<file path="src/djp_pkg.sv">
// Package of constants for the dual joystick port
package djp_pkg;
    localparam logic [15:0] STATUS_OFFSET    = 16'h0000;
    localparam logic [7:0]  BASE_HIGH_INDEX  = 8'h60;
    localparam logic [7:0]  BASE_LOW_INDEX   = 8'h61;
    localparam logic [7:0]  ACTIVATE_INDEX   = 8'h30;
    localparam logic [7:0]  POWER_CTRL_INDEX = 8'h22;
    localparam int          POWER_GAME_BIT   = 2;
    localparam logic [7:0]  STATUS_RESET     = 8'h00;
    localparam logic [7:0]  BASE_HIGH_RESET  = 8'h00;
    localparam logic [7:0]  BASE_LOW_RESET   = 8'h00;
    localparam int          STICK1_X_POS     = 0;
    localparam int          STICK1_Y_POS     = 1;
    localparam int          STICK2_X_POS     = 2;
    localparam int          STICK2_Y_POS     = 3;
    localparam int          STICK1_BTN1_POS  = 4;
    localparam int          STICK1_BTN2_POS  = 5;
    localparam int          STICK2_BTN1_POS  = 6;
    localparam int          STICK2_BTN2_POS  = 7;
    localparam int          CLK_FREQ_HZ      = 20_000_000;
    localparam int          MIN_RC_NS        = 20_000;
    localparam int          MIN_RC_CYCLES    =
        (MIN_RC_NS * (CLK_FREQ_HZ / 1_000_000) + 999) / 1000;
    localparam int          DISCHARGE_CYCLES = 4;
endpackage

</file>
<file path="src/djp_axis_timer.sv">
// One axis timing channel: trip detect and RC discharge control
`timescale 1ns/1ns
module djp_axis_timer #(
    parameter int DISCHARGE_LEN = 4
) (
    input  wire logic sys_clk_in,
    input  wire logic rst_in,
    input  wire logic restart_in,
    input  wire logic trip_in,
    output logic      timer_bit_out,
    output logic      discharge_out
);
    initial begin
        if (DISCHARGE_LEN < 1 || DISCHARGE_LEN > 255) begin
            $error("DISCHARGE_LEN out of range");
        end
    end

    logic       timer_q;
    logic       timer_d;
    logic [7:0] dis_cnt_q;
    logic [7:0] dis_cnt_d;
    logic       dis_q;
    logic       dis_d;

    always_comb begin
        timer_d   = timer_q;
        dis_cnt_d = dis_cnt_q;
        dis_d     = 1'b0;
        if (restart_in) begin
            timer_d   = 1'b1;
            dis_cnt_d = 8'(DISCHARGE_LEN);
        end else if (dis_cnt_q != 8'h00) begin
            dis_cnt_d = dis_cnt_q - 8'h01;
        end else if (timer_q && trip_in) begin
            timer_d   = 1'b0;
            dis_cnt_d = 8'(DISCHARGE_LEN);
        end
        if (dis_cnt_d != 8'h00) begin
            dis_d = 1'b1;
        end
    end

    always_ff @(posedge sys_clk_in or posedge rst_in) begin
        if (rst_in) begin
            timer_q   <= 1'b0;
            dis_cnt_q <= 8'h00;
            dis_q     <= 1'b0;
        end else begin
            timer_q   <= timer_d;
            dis_cnt_q <= dis_cnt_d;
            dis_q     <= dis_d;
        end
    end

    assign timer_bit_out = timer_q;
    assign discharge_out = dis_q;

    trip_clears_a: assert property (@(posedge sys_clk_in)
        disable iff (rst_in)
        timer_q && trip_in && !restart_in && dis_cnt_q == 8'h00
        |=> !timer_q && dis_q)
        else $error("trip did not clear timer and discharge");
    restart_sets_a: assert property (@(posedge sys_clk_in)
        disable iff (rst_in)
        restart_in |=> timer_q && dis_q)
        else $error("restart did not set timer bit");
    holds_high_a: assert property (@(posedge sys_clk_in)
        disable iff (rst_in)
        timer_q && !trip_in && !restart_in |=> timer_q)
        else $error("timer bit dropped without trip");
endmodule

</file>
<file path="src/djp_port.sv">
// Dual joystick port: config bytes, I/O decode and status register
`timescale 1ns/1ns
// Functional notes
// Two joysticks, each with X and Y timing channels and two buttons.
// Host writes any byte, then polls until axis bits fall to zero.
// At trip threshold an axis bit clears and its RC pin discharges.
// Status sits at base plus zero, reads zero after standby reset.
// Status is eight bits, read only; writes store nothing.
// Bits: 1X,1Y,2X,2Y, then stick1 buttons, then stick2 buttons.
// Any port write discharges all RC pins at strobe trailing edge.
// I/O read or write at the base address is a port access.
// Base address high byte at index 60h, low byte at 61h.
// With activate clear the base address is not decoded.
// Power control bit 2 and activate bit mirror each other.
// RC networks must have at least a 20 us time constant.
// After a write each axis bit reads one until its input trips.
module djp_port #(
    parameter int DISCHARGE_LEN = djp_pkg::DISCHARGE_CYCLES
) (
    input  wire logic        sys_clk_in,
    input  wire logic        rst_in,
    input  wire logic [15:0] io_addr_in,
    input  wire logic        io_rd_in,
    input  wire logic        io_wr_in,
    input  wire logic [7:0]  cfg_index_in,
    input  wire logic [7:0]  cfg_wdata_in,
    input  wire logic        cfg_wr_in,
    input  wire logic        cfg_rd_in,
    input  wire logic [3:0]  axis_trip_in,
    input  wire logic [3:0]  button_in,
    output logic [7:0]       io_rdata_out,
    output logic             port_read_strobe_out,
    output logic             port_write_strobe_out,
    output logic [7:0]       cfg_rdata_out,
    output logic [3:0]       axis_discharge_out
);
    initial begin
        if (DISCHARGE_LEN < 1 || DISCHARGE_LEN > 255) begin
            $error("DISCHARGE_LEN out of range");
        end
    end

    logic [7:0] base_hi_q;
    logic [7:0] base_hi_d;
    logic [7:0] base_lo_q;
    logic [7:0] base_lo_d;
    logic       active_q;
    logic       active_d;
    logic [7:0] cfg_rdata_q;
    logic [7:0] cfg_rdata_d;

    // Activate bit and power bit are one flop, so they can never disagree
    always_comb begin
        base_hi_d   = base_hi_q;
        base_lo_d   = base_lo_q;
        active_d    = active_q;
        cfg_rdata_d = cfg_rdata_q;
        if (cfg_wr_in) begin
            unique case (cfg_index_in)
                djp_pkg::BASE_HIGH_INDEX:  base_hi_d = cfg_wdata_in;
                djp_pkg::BASE_LOW_INDEX:   base_lo_d = cfg_wdata_in;
                djp_pkg::ACTIVATE_INDEX:   active_d = cfg_wdata_in[0];
                djp_pkg::POWER_CTRL_INDEX:
                    active_d = cfg_wdata_in[djp_pkg::POWER_GAME_BIT];
                default: ;
            endcase
        end
        if (cfg_rd_in) begin
            unique case (cfg_index_in)
                djp_pkg::BASE_HIGH_INDEX:  cfg_rdata_d = base_hi_q;
                djp_pkg::BASE_LOW_INDEX:   cfg_rdata_d = base_lo_q;
                djp_pkg::ACTIVATE_INDEX:   cfg_rdata_d = {7'h00, active_q};
                djp_pkg::POWER_CTRL_INDEX:
                    cfg_rdata_d = {5'h00, active_q, 2'h0};
                default:                   cfg_rdata_d = 8'h00;
            endcase
        end
    end

    always_ff @(posedge sys_clk_in or posedge rst_in) begin
        if (rst_in) begin
            base_hi_q   <= djp_pkg::BASE_HIGH_RESET;
            base_lo_q   <= djp_pkg::BASE_LOW_RESET;
            active_q    <= 1'b0;
            cfg_rdata_q <= 8'h00;
        end else begin
            base_hi_q   <= base_hi_d;
            base_lo_q   <= base_lo_d;
            active_q    <= active_d;
            cfg_rdata_q <= cfg_rdata_d;
        end
    end

    // Port access decode and write trailing edge
    logic       hit;
    logic       wr_hit_q;
    logic       wr_hit_d;
    logic       restart;
    logic       rd_stb_q;
    logic       rd_stb_d;
    logic       wr_stb_q;
    logic       wr_stb_d;
    logic [7:0] rdata_q;
    logic [7:0] rdata_d;
    logic [3:0] axis_bits;
    logic [3:0] discharge;
    logic [3:0] dis_q;

    assign hit = active_q && (io_addr_in ==
        ({base_hi_q, base_lo_q} + djp_pkg::STATUS_OFFSET));

    // Restart fires when an accepted write strobe goes inactive
    assign restart = wr_hit_q && !io_wr_in;

    always_comb begin
        wr_hit_d = wr_hit_q;
        if (io_wr_in && hit) begin
            wr_hit_d = 1'b1;
        end else if (!io_wr_in) begin
            wr_hit_d = 1'b0;
        end
        rd_stb_d = io_rd_in && hit;
        wr_stb_d = io_wr_in && hit;
        rdata_d  = rdata_q;
        if (io_rd_in && hit) begin
            rdata_d[djp_pkg::STICK1_X_POS]    = axis_bits[0];
            rdata_d[djp_pkg::STICK1_Y_POS]    = axis_bits[1];
            rdata_d[djp_pkg::STICK2_X_POS]    = axis_bits[2];
            rdata_d[djp_pkg::STICK2_Y_POS]    = axis_bits[3];
            rdata_d[djp_pkg::STICK1_BTN1_POS] = button_in[0];
            rdata_d[djp_pkg::STICK1_BTN2_POS] = button_in[1];
            rdata_d[djp_pkg::STICK2_BTN1_POS] = button_in[2];
            rdata_d[djp_pkg::STICK2_BTN2_POS] = button_in[3];
        end
    end

    always_ff @(posedge sys_clk_in or posedge rst_in) begin
        if (rst_in) begin
            wr_hit_q <= 1'b0;
            rd_stb_q <= 1'b0;
            wr_stb_q <= 1'b0;
            rdata_q  <= djp_pkg::STATUS_RESET;
            dis_q    <= 4'h0;
        end else begin
            wr_hit_q <= wr_hit_d;
            rd_stb_q <= rd_stb_d;
            wr_stb_q <= wr_stb_d;
            rdata_q  <= rdata_d;
            dis_q    <= discharge;
        end
    end

    // Four identical channels: stick1 X,Y then stick2 X,Y
    for (genvar i = 0; i < 4; i++) begin : g_axis
        djp_axis_timer #(
            .DISCHARGE_LEN (DISCHARGE_LEN)
        ) u_axis (
            .sys_clk_in    (sys_clk_in),
            .rst_in        (rst_in),
            .restart_in    (restart),
            .trip_in       (axis_trip_in[i]),
            .timer_bit_out (axis_bits[i]),
            .discharge_out (discharge[i])
        );
    end

    assign io_rdata_out          = rdata_q;
    assign port_read_strobe_out  = rd_stb_q;
    assign port_write_strobe_out = wr_stb_q;
    assign cfg_rdata_out         = cfg_rdata_q;
    assign axis_discharge_out    = dis_q;

    inactive_ignored_a: assert property (@(posedge sys_clk_in)
        disable iff (rst_in)
        !active_q |=> !port_read_strobe_out && !port_write_strobe_out)
        else $error("access decoded while inactive");
    trailing_discharge_a: assert property (@(posedge sys_clk_in)
        disable iff (rst_in)
        restart |-> ##2 axis_discharge_out == 4'hf)
        else $error("write trailing edge did not discharge all pins");
    // A one-cycle write strobe legally restarts on the very next edge
    no_early_discharge_a: assert property (@(posedge sys_clk_in)
        disable iff (rst_in)
        restart |-> !io_wr_in && $past(io_wr_in))
        else $error("restart before trailing edge");
    write_restart_a: assert property (@(posedge sys_clk_in)
        disable iff (rst_in)
        io_wr_in && hit ##1 !io_wr_in |-> restart)
        else $error("write trailing edge did not restart timers");
    status_layout_a: assert property (@(posedge sys_clk_in)
        disable iff (rst_in)
        io_rd_in && hit |=> io_rdata_out[7:4] == $past(button_in))
        else $error("button bits misplaced");
    axis_layout_a: assert property (@(posedge sys_clk_in)
        disable iff (rst_in)
        io_rd_in && hit |=> io_rdata_out[3:0] == $past(axis_bits))
        else $error("axis bits misplaced");
    status_readonly_a: assert property (@(posedge sys_clk_in)
        disable iff (rst_in)
        !io_rd_in |=> $stable(io_rdata_out))
        else $error("status changed without a read");
    power_mirror_a: assert property (@(posedge sys_clk_in)
        disable iff (rst_in)
        cfg_wr_in && cfg_index_in == djp_pkg::POWER_CTRL_INDEX
        |=> active_q == $past(cfg_wdata_in[djp_pkg::POWER_GAME_BIT]))
        else $error("power bit did not reach activate");
    power_readback_a: assert property (@(posedge sys_clk_in)
        disable iff (rst_in)
        cfg_rd_in && cfg_index_in == djp_pkg::POWER_CTRL_INDEX
        |=> cfg_rdata_out[djp_pkg::POWER_GAME_BIT] == $past(active_q))
        else $error("power bit does not show activate");
    base_load_a: assert property (@(posedge sys_clk_in)
        disable iff (rst_in)
        cfg_wr_in && cfg_index_in == djp_pkg::BASE_HIGH_INDEX
        |=> base_hi_q == $past(cfg_wdata_in))
        else $error("base high byte not stored");
    base_low_load_a: assert property (@(posedge sys_clk_in)
        disable iff (rst_in)
        cfg_wr_in && cfg_index_in == djp_pkg::BASE_LOW_INDEX
        |=> base_lo_q == $past(cfg_wdata_in))
        else $error("base low byte not stored");
    read_strobe_a: assert property (@(posedge sys_clk_in)
        disable iff (rst_in)
        io_rd_in && hit |=> port_read_strobe_out)
        else $error("port read not decoded");
endmodule

</file>
<file path="config.mk">
export PLATFORM = sky130hd
export DESIGN_NAME = djp_port
export DESIGN_NICKNAME = d
export VERILOG_FILES = /design/src/djp_pkg.sv /design/src/djp_axis_timer.sv /design/src/djp_port.sv
export SDC_FILE = /design/constraint.sdc
export NUM_CORES = 1
export LEC_CHECK = 0
export ABC_AREA = 1
export BUFFER_PORTS_ARGS = -buffer_cell sky130_fd_sc_hd__buf_2
export CAP_MARGIN = 20
export CORE_AREA = 3 3 102 104
export CTS_BUF_LIST = sky130_fd_sc_hd__clkbuf_8
export DETAILED_ROUTE_END_ITERATION = 16
export DIE_AREA = 0 0 105 107
export PLACE_DENSITY = 0.77
export SYNTH_ARGS = -nofsm -noshare
export SYNTH_HDL_FRONTEND = slang
export SYNTH_HIERARCHICAL = 1
export SYNTH_SLANG_ARGS = --single-unit
export TNS_END_PERCENT = 100
</file>
<file path="constraint.sdc">
create_clock -name sys_clk_in -period 2 [get_ports sys_clk_in]
set_input_delay 0.4 -clock sys_clk_in [delete_from_list [all_inputs] [get_ports sys_clk_in]]
set_output_delay 0.4 -clock sys_clk_in [all_outputs]
set_load 0.01 [all_outputs]
</file>
==> run metrics <==
area leader, netlist dfrtp_1; gpl congestion 0.8837; switching share of power 0.4205; Final setup viols 0; unrepaired setup endpoints after global routing false; fmax 0.6186 GHz; Final Cycle Share 0.8083; Synth Register Bits 80; commonest cells after routing, fill and taps aside 206 x nand2_1, 97 x inv_1, 80 x dfrtp_1; FF-to-FF path depth 9; clock buffer count from CTS 9; sequential cell area fraction in the yosys report 0.4214; DR iter-0 viols 150; WS Path Type register to register; Vias 4048; combinational fraction of design power 0.394; crit start category register; Peak VDD IR 768.9 uV; status finished, final reports clean; largest net degree at the start of global routing 36; die width 105 um; critical path's slowest cell dfrtp_1; DRT Wirelength 10460 um; Switching Power 0.002536 W; routed len/inst 12.60 um; Req. time, crit path 2.24 ns; Final Skew 0.01254 ns; P_leak 3.098 nW; post-route setup TNS 0 ns; cells along the critical path inv_1, ha_1, nand2_4, nor2_4, nand2_1, nand3_2, nand2_1, nor2_1, nand3_1; vias in the first global route 4138; Mapped Cells 614; register area 0.002002 mm2; post-DR vias/cell 4.877; Pre-antenna DRT Iters 5; CTS Root Cell clkbuf_8; Slew @ Worst Pin 0.4616 ns; first-pass GRT wire length 18270 um; gr ovfl total 0; Max Cap Violations 0; DP HPWL 8082 um; I/O Pins 68; Nets 746; CTS tree done; crit path capture type register; pwr dens 1102 mW/mm2; H-tree depth 3; FILL cells 882; Final Util 0.5679; Cell Area, Synth 0.004751 mm2; multi-input logic area 0.002251 mm2; total of warnings raised by yosys 6; worst r2r dst g_axis[1].u_axis/discharge_out$_DFF_PP0_; chip height 107 um; initial antenna violation count 0; Antenna Cells 0; Avg Inst Size Synth 7.737 um2; Clk pwr share 0.202; Yosys top cell area share 0.4214; worst-skew pair later-pin latency 0.35 ns; Clock Tree Buf Depth 2; max incr delay on CP 0.41 ns; crit path capture g_axis[1].u_axis/discharge_out$_DFF_PP0_; Area Overhead vs Synth 15.22%; slew margin rel. 0.6913; post-cts resize count 0; most common cell after layout, fill and taps aside nand2_1; most frequent CP cell nand2_1; full die area 0.01124 mm2; Min-Delay Path Class primary input to register; gr usage total 0.1989; Sink Count 80; CP max FO 6; core box area 0.009639 mm2; fin crit period 1.617 ns; sequential power share 0.404; Int Pwr 0.003495 W; Final Hold Vio Count 0; post-route ant nets 0; placement row count 36; largest cells by area after synthesis dfrtp_1 42%, nand2_1 16%, inv_1 7.7%; clk slew on worst S/H paths 0.09 ns; Synth cell types 30; Port-buffer cells 67; critical path arrival 1.86 ns; reg-to-reg slack, setup 0.38 ns; reg-to-reg startpoint g_axis[1].u_axis/dis_cnt_q[0]$_DFF_PP0_; Critical Path Start g_axis[1].u_axis/dis_cnt_q[0]$_DFF_PP0_; Slew Viols, Final 0; initial core utilization 0.4929; Syn Nets 668; Post-route DRC 0; layout cells sized above 1 0.2425
flip-flops by register name (all words and copies together) (netlist names), 4 cells and up:
name,count
g_axis.u_axis/dis_cnt_q,32
base_hi_q,8
base_lo_q,8
cfg_rdata_out,8
io_rdata_out,8
axis_discharge_out,4
g_axis.u_axis/discharge_out,4
g_axis.u_axis/timer_bit_out,4
metrics by stage:
stage | area (um2) | hold slack (ns) | total power, W | cells | worst slack, ns
finish | 5474 | 0.2985 | 0.006031 | 830 | 0.3834
global placement | 5258 | 0.3327 | 0.004701 | 813 | 0.3579
CTS | 5474 | 0.2852 | 0.006069 | 830 | 0.3999
floorplan | 4751 | 0.2402 | 0.004322 | 614 | 0.2451
detailed placement | 5258 | 0.3371 | 0.004818 | 813 | 0.2726
global route | 5474 | 0.2866 | 0.006557 | 830 | 0.2144
worst min path at each step:
stage / start / to / slack [ns] / cells after the start
after global placement: g_axis[2].u_axis/discharge_out$_DFF_PP0_ / axis_discharge_out[2]$_DFF_PP0_ / 0.33 / 0
after detailed placement: g_axis[3].u_axis/discharge_out$_DFF_PP0_ / axis_discharge_out[3]$_DFF_PP0_ / 0.34 / 0
after global routing: io_wr_in / wr_hit_q$_DFFE_PP0P_ / 0.29 / 3
final: io_wr_in / port_write_strobe_out$_DFF_PP0_ / 0.30 / 3
after CTS: io_wr_in / port_write_strobe_out$_DFF_PP0_ / 0.29 / 3
after floorplan: rst_in / g_axis[0].u_axis/dis_cnt_q[0]$_DFF_PP0_ / 0.24 / 1
per-layer routing:
layer / track usage / wire length [um] / up-vias
met3: 0.04756 / 655 / 14
met4: 0.05530 / 147 / 0
li1: - / - / 2055
met2: 0.3469 / 5072 / 126
met1: 0.2471 / 4584 / 1853
met5: 0 / 0 / -
critical path, delay by kind of cell, from the launching register on:
family                     cells  cell delay [ns]
adders and majority gates      1             0.25
buffers and inverters          1             0.18
DFF                            1             0.41
and+or+nand+nor                7             0.67
cells in the mapped netlist:
| master | number |
|---|---|
| nor3_2 | 4 |
| xor2_1 | 4 |
| nor4_1 | 2 |
| clkbuf_1 | 2 |
| nor2_2 | 13 |
| o21ai_0 | 17 |
| nand3_2 | 17 |
| dfrtp_1 | 80 |
| inv_1 | 98 |
| nor3_4 | 3 |
| bufinv_8 | 4 |
| nand2_1 | 206 |
| nor3_1 | 1 |
| or2_2 | 2 |
| or2_1 | 4 |
| nand3_1 | 26 |
| nand4_2 | 1 |
| nand2_4 | 13 |
| clkinv_1 | 4 |
| nor2_1 | 47 |
| o21ai_1 | 4 |
| xnor2_1 | 1 |
| nand4_1 | 24 |
| ha_1 | 8 |
| o21ai_2 | 12 |
| inv_2 | 4 |
| nand2_2 | 1 |
| a21oi_1 | 1 |
| buf_6 | 2 |
| nor2_4 | 9 |
power groups by stage:
stage	logic [W]	clock network, W	registers (W)
2_1_floorplan	0.00194	0	0.00238
5_1_grt	0.00273	0.00133	0.00250
4_1_cts	0.00238	0.00126	0.00243
3_5_place_dp	0.00236	0	0.00246
6_report	0.00237	0.00122	0.00244
3_3_place_gp	0.00225	0	0.00245
final cells by class:
| cell class | count | area share |
|---|---|---|
| clock buffer | 10 | 0.02514 |
| inverter | 110 | 0.08549 |
| sequential | 80 | 0.3657 |
| timing repair buffer | 71 | 0.06949 |
| multi-input combinational | 420 | 0.4112 |
| clock inverter | 6 | 0.01257 |
| tap | 133 | 0.03040 |
cells by family after synthesis:
family,share of synthesized area
buffers and inverters,0.1048
DFF,0.4214
AOI/OAI and AO/OA,0.04530
xor gates and xnor gates,0.009217
and+or+nand+nor,0.3982
adders and majority gates,0.02107
what timing repair did:
action,4_1_cts,5_1_grt
hold buffers,1,0
setup buffers,0,0
endpoints found under the hold margin,5,0
(Power assumes the default switching activity.)
